<file path="config.mk">
export PLATFORM = sky130hd
export DESIGN_NAME = tsp_serial_port
export DESIGN_NICKNAME = d
export VERILOG_FILES = /design/src/tsp_pkg.sv /design/src/tsp_serial_port.sv /design/src/tsp_fault_qual.sv
export SDC_FILE = /design/constraint.sdc
export NUM_CORES = 1
export LEC_CHECK = 0
export BUFFER_PORTS_ARGS = -buffer_cell sky130_fd_sc_hd__buf_2
export CAP_MARGIN = 20
export CORE_MARGIN = 2
export CORE_UTILIZATION = 55
export DETAILED_ROUTE_END_ITERATION = 16
export PLACE_DENSITY = 0.75
export SLEW_MARGIN = 20
export SYNTH_ARGS = -nofsm -noshare
export SYNTH_HDL_FRONTEND = slang
export SYNTH_HIERARCHICAL = 1
export SYNTH_SLANG_ARGS = --single-unit
export TNS_END_PERCENT = 10
</file>
<file path="constraint.sdc">
create_clock -name sys_clk_in -period 5.8 [get_ports sys_clk_in]
set_clock_uncertainty 0.15 [all_clocks]
set_input_delay 0.87 -clock sys_clk_in [delete_from_list [all_inputs] [get_ports sys_clk_in]]
set_output_delay 0.87 -clock sys_clk_in [all_outputs]
set_load 0.01 [all_outputs]
</file>
<file path="src/tsp_pkg.sv">
// Constants, command codes and types of the temperature sensor serial port
package tsp_pkg;
	// Frame shape
	localparam int unsigned CMD_BITS = 8;
	localparam int unsigned FRAME_CLOCKS = 24;
	localparam logic [4:0] CNT_CMD_DONE = 5'h08;
	localparam logic [4:0] CNT_FRAME = 5'h18;
	localparam logic [4:0] CNT_OVER = 5'h19;
	// Command byte fields
	localparam int unsigned CMD_START_BIT = 7;
	localparam int unsigned CMD_READ_BIT = 6;
	// Read commands
	localparam logic [7:0] CMD_RD_TEMP = 8'hC1;
	localparam logic [7:0] CMD_RD_CFG = 8'hC3;
	localparam logic [7:0] CMD_RD_HYST = 8'hC5;
	localparam logic [7:0] CMD_RD_CRIT = 8'hC7;
	localparam logic [7:0] CMD_RD_LOW = 8'hC9;
	localparam logic [7:0] CMD_RD_HIGH = 8'hCB;
	// Write commands
	localparam logic [7:0] CMD_WR_CFG = 8'h83;
	localparam logic [7:0] CMD_WR_HYST = 8'h85;
	localparam logic [7:0] CMD_WR_CRIT = 8'h87;
	localparam logic [7:0] CMD_WR_LOW = 8'h89;
	localparam logic [7:0] CMD_WR_HIGH = 8'h8B;
	// Configuration bit positions
	localparam int unsigned CFG_QUEUE_BIT = 12;
	localparam int unsigned CFG_WARN_POL_BIT = 11;
	localparam int unsigned CFG_OT_POL_BIT = 10;
	localparam int unsigned CFG_INT_MODE_BIT = 9;
	localparam int unsigned CFG_SHUTDOWN_BIT = 8;
	// Temperature register layout
	localparam int unsigned TEMP_DATA_LSB = 3;
	localparam int unsigned TEMP_OVER_BIT = 2;
	localparam int unsigned TEMP_HIGH_BIT = 1;
	// Limit registers keep only the upper nine bits
	localparam int unsigned LIM_LSB = 7;
	localparam logic [15:0] LIM_MASK = 16'hFF80;
	// Values after reset
	localparam logic [15:0] RST_TEMP = 16'h0000;
	localparam logic [15:0] RST_CFG = 16'h0000;
	localparam logic [15:0] RST_HYST = 16'h0100;
	localparam logic [15:0] RST_CRIT = 16'h2800;
	localparam logic [15:0] RST_LOW = 16'h0500;
	localparam logic [15:0] RST_HIGH = 16'h2000;
	// Fault queue depth
	localparam int unsigned QUEUE_DEPTH = 4;

	typedef struct packed {
		logic fault_queue;
		logic warn_pol;
		logic ot_pol;
		logic int_mode;
		logic shutdown;
	} tsp_cfg_t;

	typedef enum logic [3:0] {
		ST_IDLE = 4'h1,
		ST_CMD = 4'h2,
		ST_DATA = 4'h4,
		ST_BAD = 4'h8
	} tsp_state_t;
endpackage

</file>
<file path="src/tsp_serial_port.sv">
// Three-wire serial slave port and register bank of the temperature sensor
`timescale 1ns/1ps
`default_nettype none
module tsp_serial_port (
	// Clock, reset, enable
	input wire logic sys_clk_in,
	input wire logic rst_n_in,
	input wire logic clk_en_in,
	// Serial link pins
	input wire logic cs_n_in,
	input wire logic sclk_in,
	input wire logic serial_io_in,
	output logic serial_io_out,
	output logic serial_io_oe_out,
	// Converter
	input wire logic conv_done_in,
	input wire logic [12:0] conv_data_in,
	output logic conv_start_out,
	output logic conv_abort_out,
	output logic shutdown_out,
	// Open-drain fault pins, driven low while enabled
	output logic warning_oe_out,
	output logic overheat_output_oe_out
);
	// Upper nine bits of a register as a signed 10-bit value
	function automatic logic signed [9:0] lim10(input logic [15:0] v);
		lim10 = signed'({v[15], v[15:tsp_pkg::LIM_LSB]});
	endfunction
	// One when the byte is one of the eleven commands
	function automatic logic cmd_known(input logic [7:0] c);
		case (c)
			tsp_pkg::CMD_RD_TEMP, tsp_pkg::CMD_RD_CFG, tsp_pkg::CMD_RD_HYST,
			tsp_pkg::CMD_RD_CRIT, tsp_pkg::CMD_RD_LOW, tsp_pkg::CMD_RD_HIGH,
			tsp_pkg::CMD_WR_CFG, tsp_pkg::CMD_WR_HYST, tsp_pkg::CMD_WR_CRIT,
			tsp_pkg::CMD_WR_LOW, tsp_pkg::CMD_WR_HIGH: cmd_known = 1'b1;
			default: cmd_known = 1'b0;
		endcase
	endfunction

	// Pin synchronisers; first stage feeds only the second
	logic [1:0] cs_sync_r, sclk_sync_r, sio_sync_r;
	logic cs_prev_r, sclk_prev_r;

	always_ff @(posedge sys_clk_in or negedge rst_n_in) begin
		if (!rst_n_in) begin
			cs_sync_r <= 2'h3;
			sclk_sync_r <= 2'h0;
			sio_sync_r <= 2'h0;
			cs_prev_r <= 1'b1;
			sclk_prev_r <= 1'b0;
		end else if (clk_en_in) begin
			cs_sync_r <= {cs_sync_r[0], cs_n_in};
			sclk_sync_r <= {sclk_sync_r[0], sclk_in};
			sio_sync_r <= {sio_sync_r[0], serial_io_in};
			cs_prev_r <= cs_sync_r[1];
			sclk_prev_r <= sclk_sync_r[1];
		end
	end

	logic cs_n_s, sio_s, cs_fall, cs_rise, sclk_rise, sclk_fall;
	assign cs_n_s = cs_sync_r[1];
	assign sio_s = sio_sync_r[1];
	assign cs_fall = cs_prev_r && !cs_n_s;
	assign cs_rise = !cs_prev_r && cs_n_s;
	// Clock edges count only inside a frame
	assign sclk_rise = !cs_n_s && !sclk_prev_r && sclk_sync_r[1];
	assign sclk_fall = !cs_n_s && sclk_prev_r && !sclk_sync_r[1];

	// Frame sequencer
	tsp_pkg::tsp_state_t state_r;
	logic [4:0] cnt_r;
	logic [7:0] cmd_r;
	logic [15:0] wdata_r;
	always_ff @(posedge sys_clk_in or negedge rst_n_in) begin
		if (!rst_n_in) begin
			state_r <= tsp_pkg::ST_IDLE;
			cnt_r <= 5'h00;
		end else if (clk_en_in) begin
			case (state_r)
				tsp_pkg::ST_IDLE: begin
					if (cs_fall) begin
						state_r <= tsp_pkg::ST_CMD;
						cnt_r <= 5'h00;
					end
				end
				tsp_pkg::ST_CMD: begin
					if (cs_rise) begin
						state_r <= tsp_pkg::ST_IDLE;
					end else if (sclk_rise) begin
						cnt_r <= cnt_r + 5'h01;
						if (cnt_r + 5'h01 == tsp_pkg::CNT_CMD_DONE) begin
							state_r <= tsp_pkg::ST_DATA;
						end
					end
				end
				tsp_pkg::ST_DATA: begin
					if (cs_rise) begin
						state_r <= tsp_pkg::ST_IDLE;
					end else if (sclk_rise) begin
						cnt_r <= cnt_r + 5'h01;
						if (cnt_r == tsp_pkg::CNT_FRAME) begin
							state_r <= tsp_pkg::ST_BAD;
						end
					end
				end
				tsp_pkg::ST_BAD: begin
					if (cs_rise) begin
						state_r <= tsp_pkg::ST_IDLE;
					end
				end
				default: begin
					state_r <= tsp_pkg::ST_IDLE;
					cnt_r <= 5'h00;
				end
			endcase
		end
	end

	// Command and write data shift in, MSB first on rising clock
	always_ff @(posedge sys_clk_in or negedge rst_n_in) begin
		if (!rst_n_in) begin
			cmd_r <= 8'h00;
			wdata_r <= 16'h0000;
		end else if (clk_en_in && sclk_rise) begin
			if (state_r == tsp_pkg::ST_CMD) begin
				cmd_r <= {cmd_r[6:0], sio_s};
			end else if (state_r == tsp_pkg::ST_DATA) begin
				wdata_r <= {wdata_r[14:0], sio_s};
			end
		end
	end

	logic cmd_valid, cmd_is_read, cmd_ready;
	// Start bit and direction bit qualify the byte
	assign cmd_valid = cmd_r[tsp_pkg::CMD_START_BIT] && cmd_known(cmd_r);
	assign cmd_is_read = cmd_r[tsp_pkg::CMD_READ_BIT];
	assign cmd_ready = state_r == tsp_pkg::ST_DATA && cnt_r == tsp_pkg::CNT_CMD_DONE;

	// Registers
	logic [15:0] temp_r, hyst_r, crit_r, low_r, high_r, cfg_word;
	tsp_pkg::tsp_cfg_t cfg_r;

	// Reserved bits read as zero
	assign cfg_word = {3'h0, cfg_r.fault_queue, cfg_r.warn_pol, cfg_r.ot_pol,
		cfg_r.int_mode, cfg_r.shutdown, 8'h00};
	logic commit;
	// Full 24-clock frame, valid write command
	assign commit = cs_rise && state_r == tsp_pkg::ST_DATA && cnt_r == tsp_pkg::CNT_FRAME &&
		cmd_valid && !cmd_is_read;
	always_ff @(posedge sys_clk_in or negedge rst_n_in) begin
		if (!rst_n_in) begin
			cfg_r <= tsp_pkg::tsp_cfg_t'(5'h00);
			hyst_r <= tsp_pkg::RST_HYST;
			crit_r <= tsp_pkg::RST_CRIT;
			low_r <= tsp_pkg::RST_LOW;
			high_r <= tsp_pkg::RST_HIGH;
		end else if (clk_en_in && commit) begin
			case (cmd_r)
				tsp_pkg::CMD_WR_CFG: begin
					cfg_r.fault_queue <= wdata_r[tsp_pkg::CFG_QUEUE_BIT];
					cfg_r.warn_pol <= wdata_r[tsp_pkg::CFG_WARN_POL_BIT];
					cfg_r.ot_pol <= wdata_r[tsp_pkg::CFG_OT_POL_BIT];
					cfg_r.int_mode <= wdata_r[tsp_pkg::CFG_INT_MODE_BIT];
					cfg_r.shutdown <= wdata_r[tsp_pkg::CFG_SHUTDOWN_BIT];
				end
				tsp_pkg::CMD_WR_HYST: hyst_r <= wdata_r & tsp_pkg::LIM_MASK;
				tsp_pkg::CMD_WR_CRIT: crit_r <= wdata_r & tsp_pkg::LIM_MASK;
				tsp_pkg::CMD_WR_LOW: low_r <= wdata_r & tsp_pkg::LIM_MASK;
				tsp_pkg::CMD_WR_HIGH: high_r <= wdata_r & tsp_pkg::LIM_MASK;
				default: begin
				end
			endcase
		end
	end

	// Read word picked when the command byte completes
	logic [15:0] rd_word;
	always_comb begin
		case (cmd_r)
			tsp_pkg::CMD_RD_TEMP: rd_word = temp_r;
			tsp_pkg::CMD_RD_CFG: rd_word = cfg_word;
			tsp_pkg::CMD_RD_HYST: rd_word = hyst_r;
			tsp_pkg::CMD_RD_CRIT: rd_word = crit_r;
			tsp_pkg::CMD_RD_LOW: rd_word = low_r;
			tsp_pkg::CMD_RD_HIGH: rd_word = high_r;
			default: rd_word = 16'h0000;
		endcase
	end

	// Output shifter; drives from the eighth falling edge until select rises
	logic [15:0] rshift_r;
	logic drive_r, rd_ok;
	assign rd_ok = cmd_ready && cmd_valid && cmd_is_read;
	always_ff @(posedge sys_clk_in or negedge rst_n_in) begin
		if (!rst_n_in) begin
			rshift_r <= 16'h0000;
			drive_r <= 1'b0;
		end else if (clk_en_in) begin
			if (cs_n_s || state_r == tsp_pkg::ST_IDLE) begin
				drive_r <= 1'b0;
			end else if (sclk_fall) begin
				if (rd_ok && !drive_r) begin
					rshift_r <= rd_word;
					drive_r <= 1'b1;
				end else if (drive_r) begin
					rshift_r <= {rshift_r[14:0], 1'b0};
				end
			end
		end
	end

	// Unknown or write commands leave the line undriven
	assign serial_io_out = rshift_r[15];
	assign serial_io_oe_out = drive_r && !cs_n_s;
	// Converter control pulses
	logic temp_rd;
	assign temp_rd = rd_ok && sclk_fall && !drive_r && cmd_r == tsp_pkg::CMD_RD_TEMP;
	always_ff @(posedge sys_clk_in or negedge rst_n_in) begin
		if (!rst_n_in) begin
			conv_start_out <= 1'b0;
			conv_abort_out <= 1'b0;
		end else if (clk_en_in) begin
			conv_start_out <= cs_fall && !cfg_r.shutdown;
			conv_abort_out <= temp_rd;
		end
	end
	assign shutdown_out = cfg_r.shutdown;
	// Fault evaluation on each accepted result; shutdown freezes it
	logic sample, over_high, under_low, below_high_h, above_low_h, over_crit, below_crit_h;
	logic signed [9:0] t10, hy10;

	// An abort in flight discards the finishing result
	assign sample = conv_done_in && !cfg_r.shutdown && !temp_rd;
	assign t10 = signed'({conv_data_in[12], conv_data_in[12:4]});
	assign hy10 = lim10(hyst_r);
	assign over_high = t10 > lim10(high_r);
	assign under_low = t10 < lim10(low_r);
	assign below_high_h = t10 < lim10(high_r) - hy10;
	assign above_low_h = t10 > lim10(low_r) + hy10;
	assign over_crit = t10 > lim10(crit_r);
	assign below_crit_h = t10 < lim10(crit_r) - hy10;
	logic warn_r, ot_r, seek_return_r, from_low_r, warn_cond, warn_hit, ot_hit;

	// Interrupt mode looks for the return crossing after each out-of-limit event
	always_comb begin
		if (cfg_r.int_mode && seek_return_r) begin
			warn_cond = from_low_r ? above_low_h : below_high_h;
		end else begin
			warn_cond = over_high || under_low;
		end
	end

	tsp_fault_qual #(
		.DEPTH(tsp_pkg::QUEUE_DEPTH)
	) u_warn_qual (
		.sys_clk_in(sys_clk_in),
		.rst_n_in(rst_n_in),
		.clk_en_in(clk_en_in),
		.sample_in(sample),
		.cond_in(warn_cond),
		.queue_en_in(cfg_r.fault_queue),
		.hit_out(warn_hit)
	);

	tsp_fault_qual #(
		.DEPTH(tsp_pkg::QUEUE_DEPTH)
	) u_ot_qual (
		.sys_clk_in(sys_clk_in),
		.rst_n_in(rst_n_in),
		.clk_en_in(clk_en_in),
		.sample_in(sample),
		.cond_in(over_crit),
		.queue_en_in(cfg_r.fault_queue),
		.hit_out(ot_hit)
	);

	always_ff @(posedge sys_clk_in or negedge rst_n_in) begin
		if (!rst_n_in) begin
			warn_r <= 1'b0;
			seek_return_r <= 1'b0;
			from_low_r <= 1'b0;
		end else if (clk_en_in) begin
			if (cfg_r.int_mode) begin
				if (warn_hit) begin
					warn_r <= 1'b1;
					if (!seek_return_r) begin
						from_low_r <= under_low && !over_high;
					end
					seek_return_r <= !seek_return_r;
				end else if (temp_rd) begin
					warn_r <= 1'b0;
				end
			end else begin
				seek_return_r <= 1'b0;
				if (warn_hit) begin
					warn_r <= 1'b1;
				end else if (sample && below_high_h && above_low_h) begin
					warn_r <= 1'b0;
				end
			end
		end
	end

	// Overheat is always comparator style; reads do not clear it
	always_ff @(posedge sys_clk_in or negedge rst_n_in) begin
		if (!rst_n_in) begin
			ot_r <= 1'b0;
		end else if (clk_en_in) begin
			if (ot_hit) begin
				ot_r <= 1'b1;
			end else if (sample && below_crit_h) begin
				ot_r <= 1'b0;
			end
		end
	end

	// Temperature register: result plus flags, bit 0 reads zero
	always_ff @(posedge sys_clk_in or negedge rst_n_in) begin
		if (!rst_n_in) begin
			temp_r <= tsp_pkg::RST_TEMP;
		end else if (clk_en_in && sample) begin
			temp_r[15:tsp_pkg::TEMP_DATA_LSB] <= conv_data_in;
			temp_r[tsp_pkg::TEMP_OVER_BIT] <= ot_hit || (ot_r && !below_crit_h);
			temp_r[tsp_pkg::TEMP_HIGH_BIT] <= over_high;
			temp_r[0] <= 1'b0;
		end
	end

	// Pin enables: an open drain pulls low when the level is to be low
	always_ff @(posedge sys_clk_in or negedge rst_n_in) begin
		if (!rst_n_in) begin
			warning_oe_out <= 1'b0;
			overheat_output_oe_out <= 1'b0;
		end else if (clk_en_in) begin
			warning_oe_out <= warn_r ^ cfg_r.warn_pol;
			overheat_output_oe_out <= ot_r ^ cfg_r.ot_pol;
		end
	end
endmodule
`default_nettype wire

</file>
<file path="src/tsp_fault_qual.sv">
// Consecutive-conversion fault qualifier
`timescale 1ns/1ps
`default_nettype none
module tsp_fault_qual #(
	parameter int unsigned DEPTH = tsp_pkg::QUEUE_DEPTH
) (
	// Clock and reset
	input wire logic sys_clk_in,
	input wire logic rst_n_in,
	input wire logic clk_en_in,
	// Conversion results
	input wire logic sample_in,
	input wire logic cond_in,
	input wire logic queue_en_in,
	// Qualified fault
	output logic hit_out
);
	// Run counter is four bits, so deeper queues cannot be served
	if (DEPTH < 2 || DEPTH > 15) begin : g_depth_bad
		$error("tsp_fault_qual: DEPTH out of range");
	end

	logic [3:0] run_r;
	logic [3:0] need;

	assign need = queue_en_in ? 4'(DEPTH) : 4'h1;
	// Hit on the conversion that completes the run
	// Five-bit sum so a saturated run does not wrap to zero
	assign hit_out = sample_in && cond_in && (({1'b0, run_r} + 5'h01) >= {1'b0, need});

	always_ff @(posedge sys_clk_in or negedge rst_n_in) begin
		if (!rst_n_in) begin
			run_r <= 4'h0;
		end else if (clk_en_in && sample_in) begin
			if (!cond_in) begin
				run_r <= 4'h0;
			end else if (run_r != 4'hF) begin
				run_r <= run_r + 4'h1;
			end
		end
	end
endmodule
`default_nettype wire

</file>
==> results of run 1 <==
-- cell usage after synthesis (5+ instances only) --
cell | number | area, um2
a211oi_1 | 9 | 67.6
a21oi_1 | 27 | 135
a22oi_1 | 6 | 45.0
buf_2 | 10 | 50.1
clkbuf_1 | 9 | 33.8
dfrtp_1 | 119 | 2980
dfstp_2 | 10 | 263
ha_1 | 89 | 1110
inv_1 | 76 | 285
mux2_2 | 71 | 800
mux2i_1 | 21 | 210
nand2_1 | 78 | 293
nand2_2 | 5 | 31.3
nand2b_1 | 13 | 81.3
nand3_1 | 17 | 85.1
nand4_1 | 11 | 68.8
nor2_1 | 43 | 161
nor2b_1 | 9 | 56.3
nor3_1 | 13 | 65.1
nor4b_1 | 5 | 43.8
o211ai_1 | 7 | 52.6
o21a_1 | 5 | 37.5
o21ai_0 | 65 | 325
o221ai_1 | 6 | 52.6
o22ai_1 | 10 | 62.6
xnor2_1 | 14 | 123
xor2_1 | 12 | 105
-- worst reg2reg max path: stages (launching register included) --
cell      delay, ns
dfstp_2        0.54
inv_1          0.15
ha_1           0.33
nor2b_1        0.13
o21ai_0        0.19
a21boi_0       0.11
o21ai_0        0.26
nand2b_1       0.11
xnor2_1        0.13
ha_1           0.31
a21oi_1        0.14
o21ai_0        0.09
o311ai_0       0.32
a21oi_1        0.17
mux2_2         0.30
a32oi_1        0.45
nand2_1        0.09
a41oi_1        0.30
and3_1         0.22
nand2_1        0.08
a22o_1         0.26
-- cell type report --
cell class | instances | share of cell area, %
timing repair buffer | 28 | 1.62
inverter | 76 | 3.06
tap | 188 | 2.52
clock buffer | 17 | 4.56
sequential | 129 | 34.7
multi-input combinational | 618 | 51.9
clock inverter | 15 | 1.57
-- worst max path at each step --
stage / endpoint / slack (ns) / cells after the start / start
6_report: from_low_r / 0.85 / 20 / hyst_r[8]
2_1_floorplan: from_low_r / 1.46 / 19 / hyst_r[8]
3_5_place_dp: from_low_r / 0.91 / 20 / hyst_r[8]
4_1_cts: from_low_r / 0.86 / 20 / hyst_r[8]
5_1_grt: from_low_r / 0.37 / 20 / hyst_r[8]
3_3_place_gp: from_low_r / 1.08 / 20 / hyst_r[8]
-- report_power, final --
group	switching, uW	internal, uW	total (uW)
Sequential	96.6	975	1070
Combinational	242	201	443
Clock	441	602	1040
Total	779	1780	2560
-- cell families after synthesis --
group,synth area share (%)
AOI/OAI and AO/OA,14.8
xor gates and xnor gates,2.69
adders and majority gates,13.9
buffers and inverters,4.45
DFF,38.3
muxes,12.3
and+or+nand+nor,13.6
-- state kept, by name (all words and copies together) (netlist names), 2 cells and up --
signal	count
cfg_r	4
cmd_r	8
cnt_r	5
crit_r	9
cs_sync_r	2
high_r	9
hyst_r	9
low_r	9
rshift_r	15
sclk_sync_r	2
sio_sync_r	2
state_r	4
temp_r	15
u_ot_qual/run_r	4
u_warn_qual/run_r	4
wdata_r	16
-- stage by stage --
stage	hold WS (ns)	total power, uW
after global placement	0.305	1510
final	0.323	2560
after CTS	0.335	2560
after floorplan	0.294	1390
after global routing	0.365	2670
after detailed placement	0.317	1520
-- layer usage --
layer | wire, um | vias up
li1 | - | 3091
met1 | 9070 | 3125
met2 | 9460 | 185
met3 | 888 | 42
met4 | 525 | 0
met5 | 0 | -
==> flow_metrics.env, run 1 <==
export IMPL_core_um2=15100
export IMPL_reg2reg_depth=20
export IMPL_slowest_delay_ns=0.54
export IMPL_crit_buf_inv=1
export IMPL_async_reset_ff_share_pct=100
export IMPL_cp_max_fo=6
export IMPL_rows=45
export IMPL_ys_flop_type="dfrtp_1"
export IMPL_cts_made_buffers=17
export IMPL_first_pass_iters=5
export IMPL_dp_hpwl_um=14600
export IMPL_final_common_cell="dfrtp_1"
export IMPL_post_cts_setup_buffer_count=0
export IMPL_min_path_type="in -> async"
export IMPL_arrival_ns=5.10
export IMPL_yosysWarnings=6
export IMPL_synth_edf_count=0
export IMPL_place_gp_congestion=0.881
export IMPL_leakagePower_uw=0.00422
export IMPL_final_cell_mix="119 x dfrtp_1, 89 x ha_1, 78 x nand2_1"
export IMPL_n_fill_cell=1268
export IMPL_grt_antenna_before_repair=0
export IMPL_grt_pass1_vias=6389
export IMPL_crit_path_top_delay_cell="dfstp_2"
export IMPL_avgSynthCellArea_um2=10.0
export IMPL_setup_tns_final_ns=0
export IMPL_die_x_um=128
export IMPL_syn_num_nets=956
export IMPL_cts_buffer_depth=2
export IMPL_multiInputGateArea_um2=4840
export IMPL_num_io_pins=27
export IMPL_worstSetupStartpointType="flop"
export IMPL_ff2ff_setup_slack_ns=0.85
export IMPL_path_class="reg -> reg"
export IMPL_clk_pin_slew_ns=0.06
export IMPL_grt_use_met3_pct=4.42
export IMPL_critPathTopFamily="compound AO/OA/AOI/OAI gates"
export IMPL_drc=0
export IMPL_dp_slack_ns=0.915
export IMPL_syn_inst=844
export IMPL_synthToLayoutAreaGrowth_pct=10.2
export IMPL_stdcell_count=1071
export IMPL_track_usage_pct=25.4
export IMPL_ir_worst_vdd_uv=221
export IMPL_stdcell_area_um2=9330
export IMPL_die_h_um=128
export IMPL_grt_first_pass_wirelength_um=32400
export IMPL_clk_latency_ns=0.42
export IMPL_ant_nets=0
export IMPL_via_per_inst=6.02
export IMPL_via_count=6443
export IMPL_grt_busiest_layer="met2"
export IMPL_rr_startpoint="hyst_r[8]"
export IMPL_cts_resized_gates=0
export IMPL_yosysUniqueCellTypes=73
export IMPL_finalHoldViolCount=0
export IMPL_grt_overflow_total=0
export IMPL_powerDensity_nw_per_um2=274
export IMPL_netlist_area_um2=8460
export IMPL_ys_seq_elements=129
export IMPL_cp_end_kind="flop"
export IMPL_cts_root_buffer="clkbuf_16"
export IMPL_antenna_diode_count=0
export IMPL_post_dp_cell_area_um2=8750
export IMPL_slew_violations=0
export IMPL_drtIter0Drc=383
export IMPL_portBuffers=26
export IMPL_min_period_ns=4.95
export IMPL_status="finished, final reports clean"
export IMPL_grt_max_degree=81
export IMPL_setup_ws_ns=0.855
export IMPL_cp_common_cell="o21ai_0"
export IMPL_clock_fmax_mhz=202
export IMPL_crit_chain="inv_1 -> ha_1 -> nor2b_1 -> o21ai_0 -> a21boi_0 -> o21ai_0 -> nand2b_1 -> xnor2_1 -> ha_1 -> a21oi_1 -> o21ai_0 -> o311ai_0 -> a21oi_1 -> mux2_2 -> a32oi_1 -> nand2_1 -> a41oi_1 -> and3_1 -> nand2_1 -> a22o_1"
export IMPL_drt_total_wl_um=19900
export IMPL_setup_viol=0
export IMPL_regArea_um2=3240
export IMPL_dieArea_um2=16400
export IMPL_grt_use_met1_pct=33.5
export IMPL_synth_seq_area_share_pct=38.3
export IMPL_initial_core_util_pct=56.1
export IMPL_use_met2_pct=42.3
export IMPL_rr_endpoint="from_low_r"
export IMPL_drive_gt1_share_pct=19.5
export IMPL_htree_levels=4
export IMPL_cts_tree="done"
export IMPL_rsz0062_at_grt="no"
export IMPL_wire_per_inst_um=18.6
export IMPL_tightest_slew_ns=1.01
export IMPL_critPathRequiredTime_ns=5.95
export IMPL_nets=982
export IMPL_slew_limit_headroom_pct=32.7
export IMPL_period_share_pct=85.3
export IMPL_hold_buffers=0
export IMPL_fin_util_pct=61.8
export IMPL_cts_sinks=129
export IMPL_cap_violations=0
export IMPL_dp_cells=1039
Power figures use the tool's default switching activity.
==> run 2: changes to the inputs <==
--- a/config.mk
+++ b/config.mk
@@ -14,6 +14,5 @@
 export SLEW_MARGIN = 20
 export SYNTH_ARGS = -nofsm -noshare
 export SYNTH_HDL_FRONTEND = slang
-export SYNTH_HIERARCHICAL = 1
 export SYNTH_SLANG_ARGS = --single-unit
 export TNS_END_PERCENT = 10
==> run 2 against run 1 <==
Sequential share of layout area increased by 0.74 points. Core utilization increased by 0.79 points. Clock-buffer cell count increased by 4. Global-route usage increased by 0.67 points. Critical path depth decreased by 5. Worst setup slack improved by 0.43 ns. Design area decreased by 2.1%. Die area decreased by 2.4%. First-iteration DRC count increased by 26%. Synthesized cell count increased by 0.12%. Clock power about the same. Synthesized area decreased by 2.5%.
==> flow_metrics.env, run 2 <==
export IMPL_min_path_type="reg -> reg"
export IMPL_grt_pass1_vias=6381
export IMPL_dp_cells=1040
export IMPL_setup_viol=0
export IMPL_drtIter0Drc=484
export IMPL_stdcell_count=1072
export IMPL_slew_violations=0
export IMPL_synth_seq_area_share_pct=39.3
export IMPL_antenna_diode_count=0
export IMPL_syn_num_nets=957
export IMPL_ys_flop_type="dfrtp_1"
export IMPL_top_register="wdata_r"
export IMPL_grt_max_degree=71
export IMPL_leakagePower_uw=0.00422
export IMPL_clk_latency_ns=0.43
export IMPL_arrival_ns=4.63
export IMPL_cap_violations=0
export IMPL_min_period_ns=4.52
export IMPL_avgSynthCellArea_um2=9.77
export IMPL_stdcell_area_um2=9140
export IMPL_num_io_pins=27
export IMPL_initial_core_util_pct=56.6
export IMPL_post_cts_setup_buffer_count=0
export IMPL_setup_tns_final_ns=0
export IMPL_synth_edf_count=0
export IMPL_post_dp_cell_area_um2=8580
export IMPL_drt_total_wl_um=19600
export IMPL_cp_end_kind="flop"
export IMPL_status="finished, final reports clean"
export IMPL_drive_gt1_share_pct=16.4
export IMPL_syn_inst=845
export IMPL_tightest_slew_ns=1.04
export IMPL_grt_antenna_before_repair=0
export IMPL_synth_top_area_cell="dfrtp_1"
export IMPL_period_share_pct=77.8
export IMPL_async_reset_ff_share_pct=100
export IMPL_die_x_um=126
export IMPL_first_pass_iters=5
export IMPL_drc=0
export IMPL_cts_sinks=129
export IMPL_hold_buffers=0
export IMPL_nets=987
export IMPL_synth_top_area_share_pct=36.1
export IMPL_dp_hpwl_um=14100
export IMPL_core_um2=14600
export IMPL_rsz0062_at_grt="no"
export IMPL_cts_root_buffer="clkbuf_16"
export IMPL_rows=44
export IMPL_yosysUniqueCellTypes=64
export IMPL_via_count=6423
export IMPL_netlist_area_um2=8250
export IMPL_track_usage_pct=26.1
export IMPL_slew_limit_headroom_pct=30.8
export IMPL_crit_path_top_delay_cell="a2111oi_0"
export IMPL_htree_levels=4
export IMPL_synth_common_cells="119 x dfrtp_1, 106 x nand2_1, 89 x ha_1, 66 x inv_1, 65 x o21ai_0"
export IMPL_yosysWarnings=0
export IMPL_yosysMostFrequentCell="dfrtp_1"
export IMPL_min_path_cells=2
export IMPL_worstSetupStartpointType="flop"
export IMPL_synthToLayoutAreaGrowth_pct=10.7
export IMPL_clock_fmax_mhz=221
export IMPL_die_h_um=126
export IMPL_grt_first_pass_wirelength_um=32800
export IMPL_cts_tree="done"
export IMPL_ys_seq_elements=129
export IMPL_via_per_inst=5.99
export IMPL_final_common_cell="dfrtp_1"
export IMPL_place_gp_congestion=0.949
export IMPL_ant_nets=0
export IMPL_crit_chain="inv_1 -> fa_1 -> inv_1 -> a21oi_1 -> o21ai_0 -> a21o_1 -> a21oi_1 -> o21ai_0 -> xnor2_1 -> ha_1 -> or3_1 -> a2111oi_0 -> o32ai_1 -> o21ai_0 -> o31ai_1"
export IMPL_reg_top3="wdata_r (16), rshift_r (15), temp_r (15)"
export IMPL_cp_max_fo=5
export IMPL_slowest_delay_ns=0.59
export IMPL_finalHoldViolCount=0
export IMPL_critPathRequiredTime_ns=5.92
export IMPL_portBuffers=26
export IMPL_dieArea_um2=16000
export IMPL_cts_buffer_depth=2
export IMPL_cts_made_buffers=17
export IMPL_ir_worst_vdd_uv=220
export IMPL_cts_resized_gates=0
export IMPL_cp_common_cell="o21ai_0"
export IMPL_path_class="reg -> reg"
export IMPL_largest_reg_flops=16
export IMPL_wire_per_inst_um=18.3
export IMPL_grt_overflow_total=0
export IMPL_reg2reg_depth=15
export IMPL_powerDensity_nw_per_um2=264
export IMPL_clk_pin_slew_ns=0.06
export IMPL_final_cell_mix="119 x dfrtp_1, 106 x nand2_1, 89 x ha_1"
export IMPL_ys_top_cells_by_area="dfrtp_1 36%, ha_1 13%, mux2_2 6.7%"
[run 2: changes by cell type after synthesis, moves of 7 or more]
cell     previous run  this run
a21oi_1            27        51
a22oi_1             6        21
a31oi_1             0        14
inv_1              76        66
mux2_2             71        49
mux2_4              2        18
mux2i_1            21         7
nand2_1            78       106
nor2_1             43        35
nor2b_1             9        16
o22ai_1            10         2
[run 2: cells by family after synthesis]
family | after synthesis | share of synthesized area [%]
DFF | 129 | 39.3
adders and majority gates | 92 | 14.2
AOI/OAI and AO/OA | 200 | 14.9
and+or+nand+nor | 238 | 14.0
muxes | 74 | 10.8
xor gates and xnor gates | 25 | 2.65
buffers and inverters | 87 | 4.14
[run 2: routing by layer]
layer / track usage [%] / part of all wire (%)
met4: 12.0 / 2.8
met2: 40.6 / 46
met1: 35.3 / 45
met3: 5.23 / 5.9
met5: 0 / 0
[run 2: critical path: cells and delay by family (launching register included)]
| kind | cells | cell delay (ns) |
|---|---|---|
| flops | 1 | 0.56 |
| buf+inv | 2 | 0.21 |
| fa+ha+maj | 2 | 0.65 |
| compound gates | 9 | 2.32 |
| xor+xnor | 1 | 0.10 |
| simple gates | 1 | 0.34 |
[run 2: report_power, final]
part,internal [uW],switching [uW]
clock network,601,412
registers,970,75.3
logic,150,202
[run 2: layout make-up]
type,count,area [um2]
clock inverters,11,109
multi-input cells,629,4680
well taps,184,230
fillers,1210,5450
repair buffers,32,178
inverters,66,248
clock buffers,21,450
flip-flops and latches,129,3240
[run 2: final timing paths]
check	from	endpoint	slack (ns)
max in group asynchronous	rst_n_in	temp_r[1]	3.82
worst max-delay path	hyst_r[8]	u_warn_qual.run_r[3]	1.28
worst max register to register	hyst_r[8]	u_warn_qual.run_r[3]	1.28
worst min-delay path	rshift_r[9]	rshift_r[9]	0.33
worst min register to register	rshift_r[9]	rshift_r[9]	0.33
min in group asynchronous	rst_n_in	crit_r[15]	0.39
[run 2: metrics by stage]
step / hold slack, ns / worst slack (ns) / util (%) / power [uW]
6_report: 0.328 / 1.28 / 62.6 / 2410
5_1_grt: 0.351 / 0.904 / 62.6 / 2530
2_1_floorplan: 0.292 / 1.96 / - / 1290
3_3_place_gp: 0.306 / 1.53 / 58.8 / 1400
4_1_cts: 0.330 / 1.32 / 62.6 / 2430
3_5_place_dp: 0.316 / 1.37 / 58.8 / 1410
==> run 3: changes to the inputs <==
--- a/config.mk
+++ b/config.mk
@@ -10,7 +10,7 @@
 export CORE_MARGIN = 2
 export CORE_UTILIZATION = 55
 export DETAILED_ROUTE_END_ITERATION = 16
-export PLACE_DENSITY = 0.75
+export PLACE_DENSITY = 0.78
 export SLEW_MARGIN = 20
 export SYNTH_ARGS = -nofsm -noshare
 export SYNTH_HDL_FRONTEND = slang
==> constraint.sdc (replaced) <==
create_clock -name sys_clk_in -period 3.95 [get_ports sys_clk_in]
set_clock_uncertainty 0.15 [all_clocks]
set_input_delay 0.5925 -clock sys_clk_in [delete_from_list [all_inputs] [get_ports sys_clk_in]]
set_output_delay 0.5925 -clock sys_clk_in [all_outputs]
set_load 0.01 [all_outputs]
==> run 3 against run 2 <==
Sequential share of layout area fell by 1.0 points. Critical path depth is the same. Final cell count rose by 1.3%. Clock power rose by 71%.
==> flow_metrics.env, run 3 (synthesized netlist as in run 2, its figures left out) <==
export IMPL_grt_first_pass_wirelength_um=32900
export IMPL_post_dp_cell_area_um2=8680
export IMPL_use_met2_pct=42.3
export IMPL_die_x_um=126
export IMPL_reg_top3="wdata_r (16), rshift_r (15), temp_r (15)"
export IMPL_drt_total_wl_um=20100
export IMPL_grt_max_degree=114
export IMPL_first_pass_iters=5
export IMPL_largest_reg_flops=16
export IMPL_via_per_inst=6.05
export IMPL_worstSetupStartpointType="flop"
export IMPL_die_h_um=126
export IMPL_min_period_ns=3.73
export IMPL_cap_violations=0
export IMPL_htree_levels=4
export IMPL_cts_made_buffers=17
export IMPL_ant_nets=0
export IMPL_total_power_uw=3800
export IMPL_dp_hpwl_um=14200
export IMPL_dieArea_um2=16000
export IMPL_rr_endpoint="u_warn_qual.run_r[0]"
export IMPL_drtIter0Drc=588
export IMPL_period_share_pct=94.6
export IMPL_ir_worst_vdd_uv=401
export IMPL_cp_max_fo=3
export IMPL_final_cell_mix="119 x dfrtp_1, 106 x nand2_1, 89 x ha_1"
export IMPL_grt_overflow_total=0
export IMPL_setup_viol=0
export IMPL_reg2reg_depth=15
export IMPL_final_common_cell="dfrtp_1"
export IMPL_hold_start="conv_data_in[1]"
export IMPL_cts_tree="done"
export IMPL_ff2ff_setup_slack_ns=0.22
export IMPL_track_usage_pct=26.1
export IMPL_leakagePower_uw=0.00437
export IMPL_cts_buffer_depth=2
export IMPL_drc=0
export IMPL_stdcell_count=1086
export IMPL_whs_ns=0.213
export IMPL_top_register="wdata_r"
export IMPL_clk_pin_slew_ns=0.06
export IMPL_num_io_pins=27
export IMPL_critPathTopFamily="compound AO/OA/AOI/OAI gates"
export IMPL_min_path_type="in -> reg"
export IMPL_wire_per_inst_um=18.5
export IMPL_crit_chain="ha_1 -> a21o_1 -> a21oi_1 -> o21ai_0 -> a21oi_1 -> o21ai_2 -> nand2_1 -> a31oi_1 -> ha_1 -> inv_1 -> or3_1 -> a2111oi_4 -> o32ai_4 -> a221o_1 -> o2bb2ai_1"
export IMPL_grt_use_met1_pct=33.8
export IMPL_grt_pass1_vias=6385
export IMPL_rr_startpoint="low_r[8]"
export IMPL_rows=44
export IMPL_arrival_ns=3.88
export IMPL_cts_sinks=129
export IMPL_drive_gt1_share_pct=18.7
export IMPL_path_class="reg -> reg"
export IMPL_clk_latency_ns=0.42
export IMPL_core_um2=14600
export IMPL_crit_buf_inv=1
export IMPL_antenna_diode_count=0
export IMPL_slew_violations=0
export IMPL_powerDensity_nw_per_um2=404
export IMPL_tightest_slew_ns=0.996
export IMPL_worst_path_stages=15
export IMPL_place_gp_congestion=0.926
export IMPL_slowest_delay_ns=0.55
export IMPL_grt_busiest_layer="met2"
export IMPL_portBuffers=26
export IMPL_cp_end_kind="flop"
export IMPL_initial_core_util_pct=56.6
export IMPL_grt_use_met3_pct=5.57
export IMPL_min_path_cells=3
export IMPL_critPathRequiredTime_ns=4.10
export IMPL_crit_path_top_delay_cell="dfstp_2"
export IMPL_synthToLayoutAreaGrowth_pct=14.1
export IMPL_stdcell_area_um2=9410
export IMPL_grt_antenna_before_repair=0
export IMPL_rsz0062_at_grt="yes"
export IMPL_status="finished, final reports clean"
export IMPL_clock_fmax_mhz=268
export IMPL_finalHoldViolCount=0
export IMPL_dp_cells=1052
export IMPL_nets=1001
export IMPL_slew_limit_headroom_pct=33.4
export IMPL_cts_root_buffer="clkbuf_16"
export IMPL_via_count=6566
export IMPL_hold_path_endpoint="temp_r[4]"
[run 3: how the worst max path moves through the flow]
| stage | start | end | slack [ns] |
|---|---|---|---|
| floorplan | hyst_r[8] | u_warn_qual.run_r[2] | 0.11 |
| global placement | hyst_r[8] | u_warn_qual.run_r[2] | -0.20 |
| detailed placement | hyst_r[8] | u_warn_qual.run_r[2] | -0.34 |
| CTS | hyst_r[8] | u_warn_qual.run_r[0] | 0.02 |
| global route | low_r[8] | u_warn_qual.run_r[0] | -0.03 |
| finish | low_r[8] | u_warn_qual.run_r[0] | 0.22 |
[run 3: tightest hold or removal path: stages]
cell	delay (ns)
buf_2	0.07
nand2_1	0.04
nand2_1	0.05
[run 3: where the power goes]
group | switching (uW) | internal [uW]
Sequential | 112 | 1430
Clock | 595 | 1140
Combinational | 301 | 230
Total | 1010 | 2790
[run 3: cell type report]
cell class	instances	area (um2)
fillers	1158	5180
multi-input cells	629	4740
inverters	66	248
repair buffers	46	298
well taps	184	230
flip-flops and latches	129	3240
clock buffers	19	443
clock inverters	13	209
[run 3: through the flow]
step / TNS (ns) / util (%) / setup WS, ns
2_1_floorplan: 0 / - / 0.110
3_3_place_gp: -0.860 / 59.5 / -0.201
3_5_place_dp: -1.49 / 59.5 / -0.342
4_1_cts: 0 / 64.1 / 0.0163
5_1_grt: -0.0731 / 64.5 / -0.0347
6_report: 0 / 64.5 / 0.215
[run 3: routing by layer]
| layer | routed length (um) | share of wire [%] | up-vias |
|---|---|---|---|
| met1 | 8630 | 43 | 3197 |
| met2 | 9570 | 48 | 197 |
| li1 | - | - | 3128 |
| met3 | 1230 | 6.1 | 44 |
| met4 | 631 | 3.1 | 0 |
| met5 | 0 | 0 | - |
[run 3: timing repair]
| action | in CTS | in global routing |
|---|---|---|
| pin swaps | 0 | 6 |
| hold buffers | 1 | 0 |
| setup buffers | 0 | 1 |
| hold endpoints to repair | 14 | 0 |
| setup endpoints to repair | 6 | 6 |
| gates resized for setup | 4 | 11 |
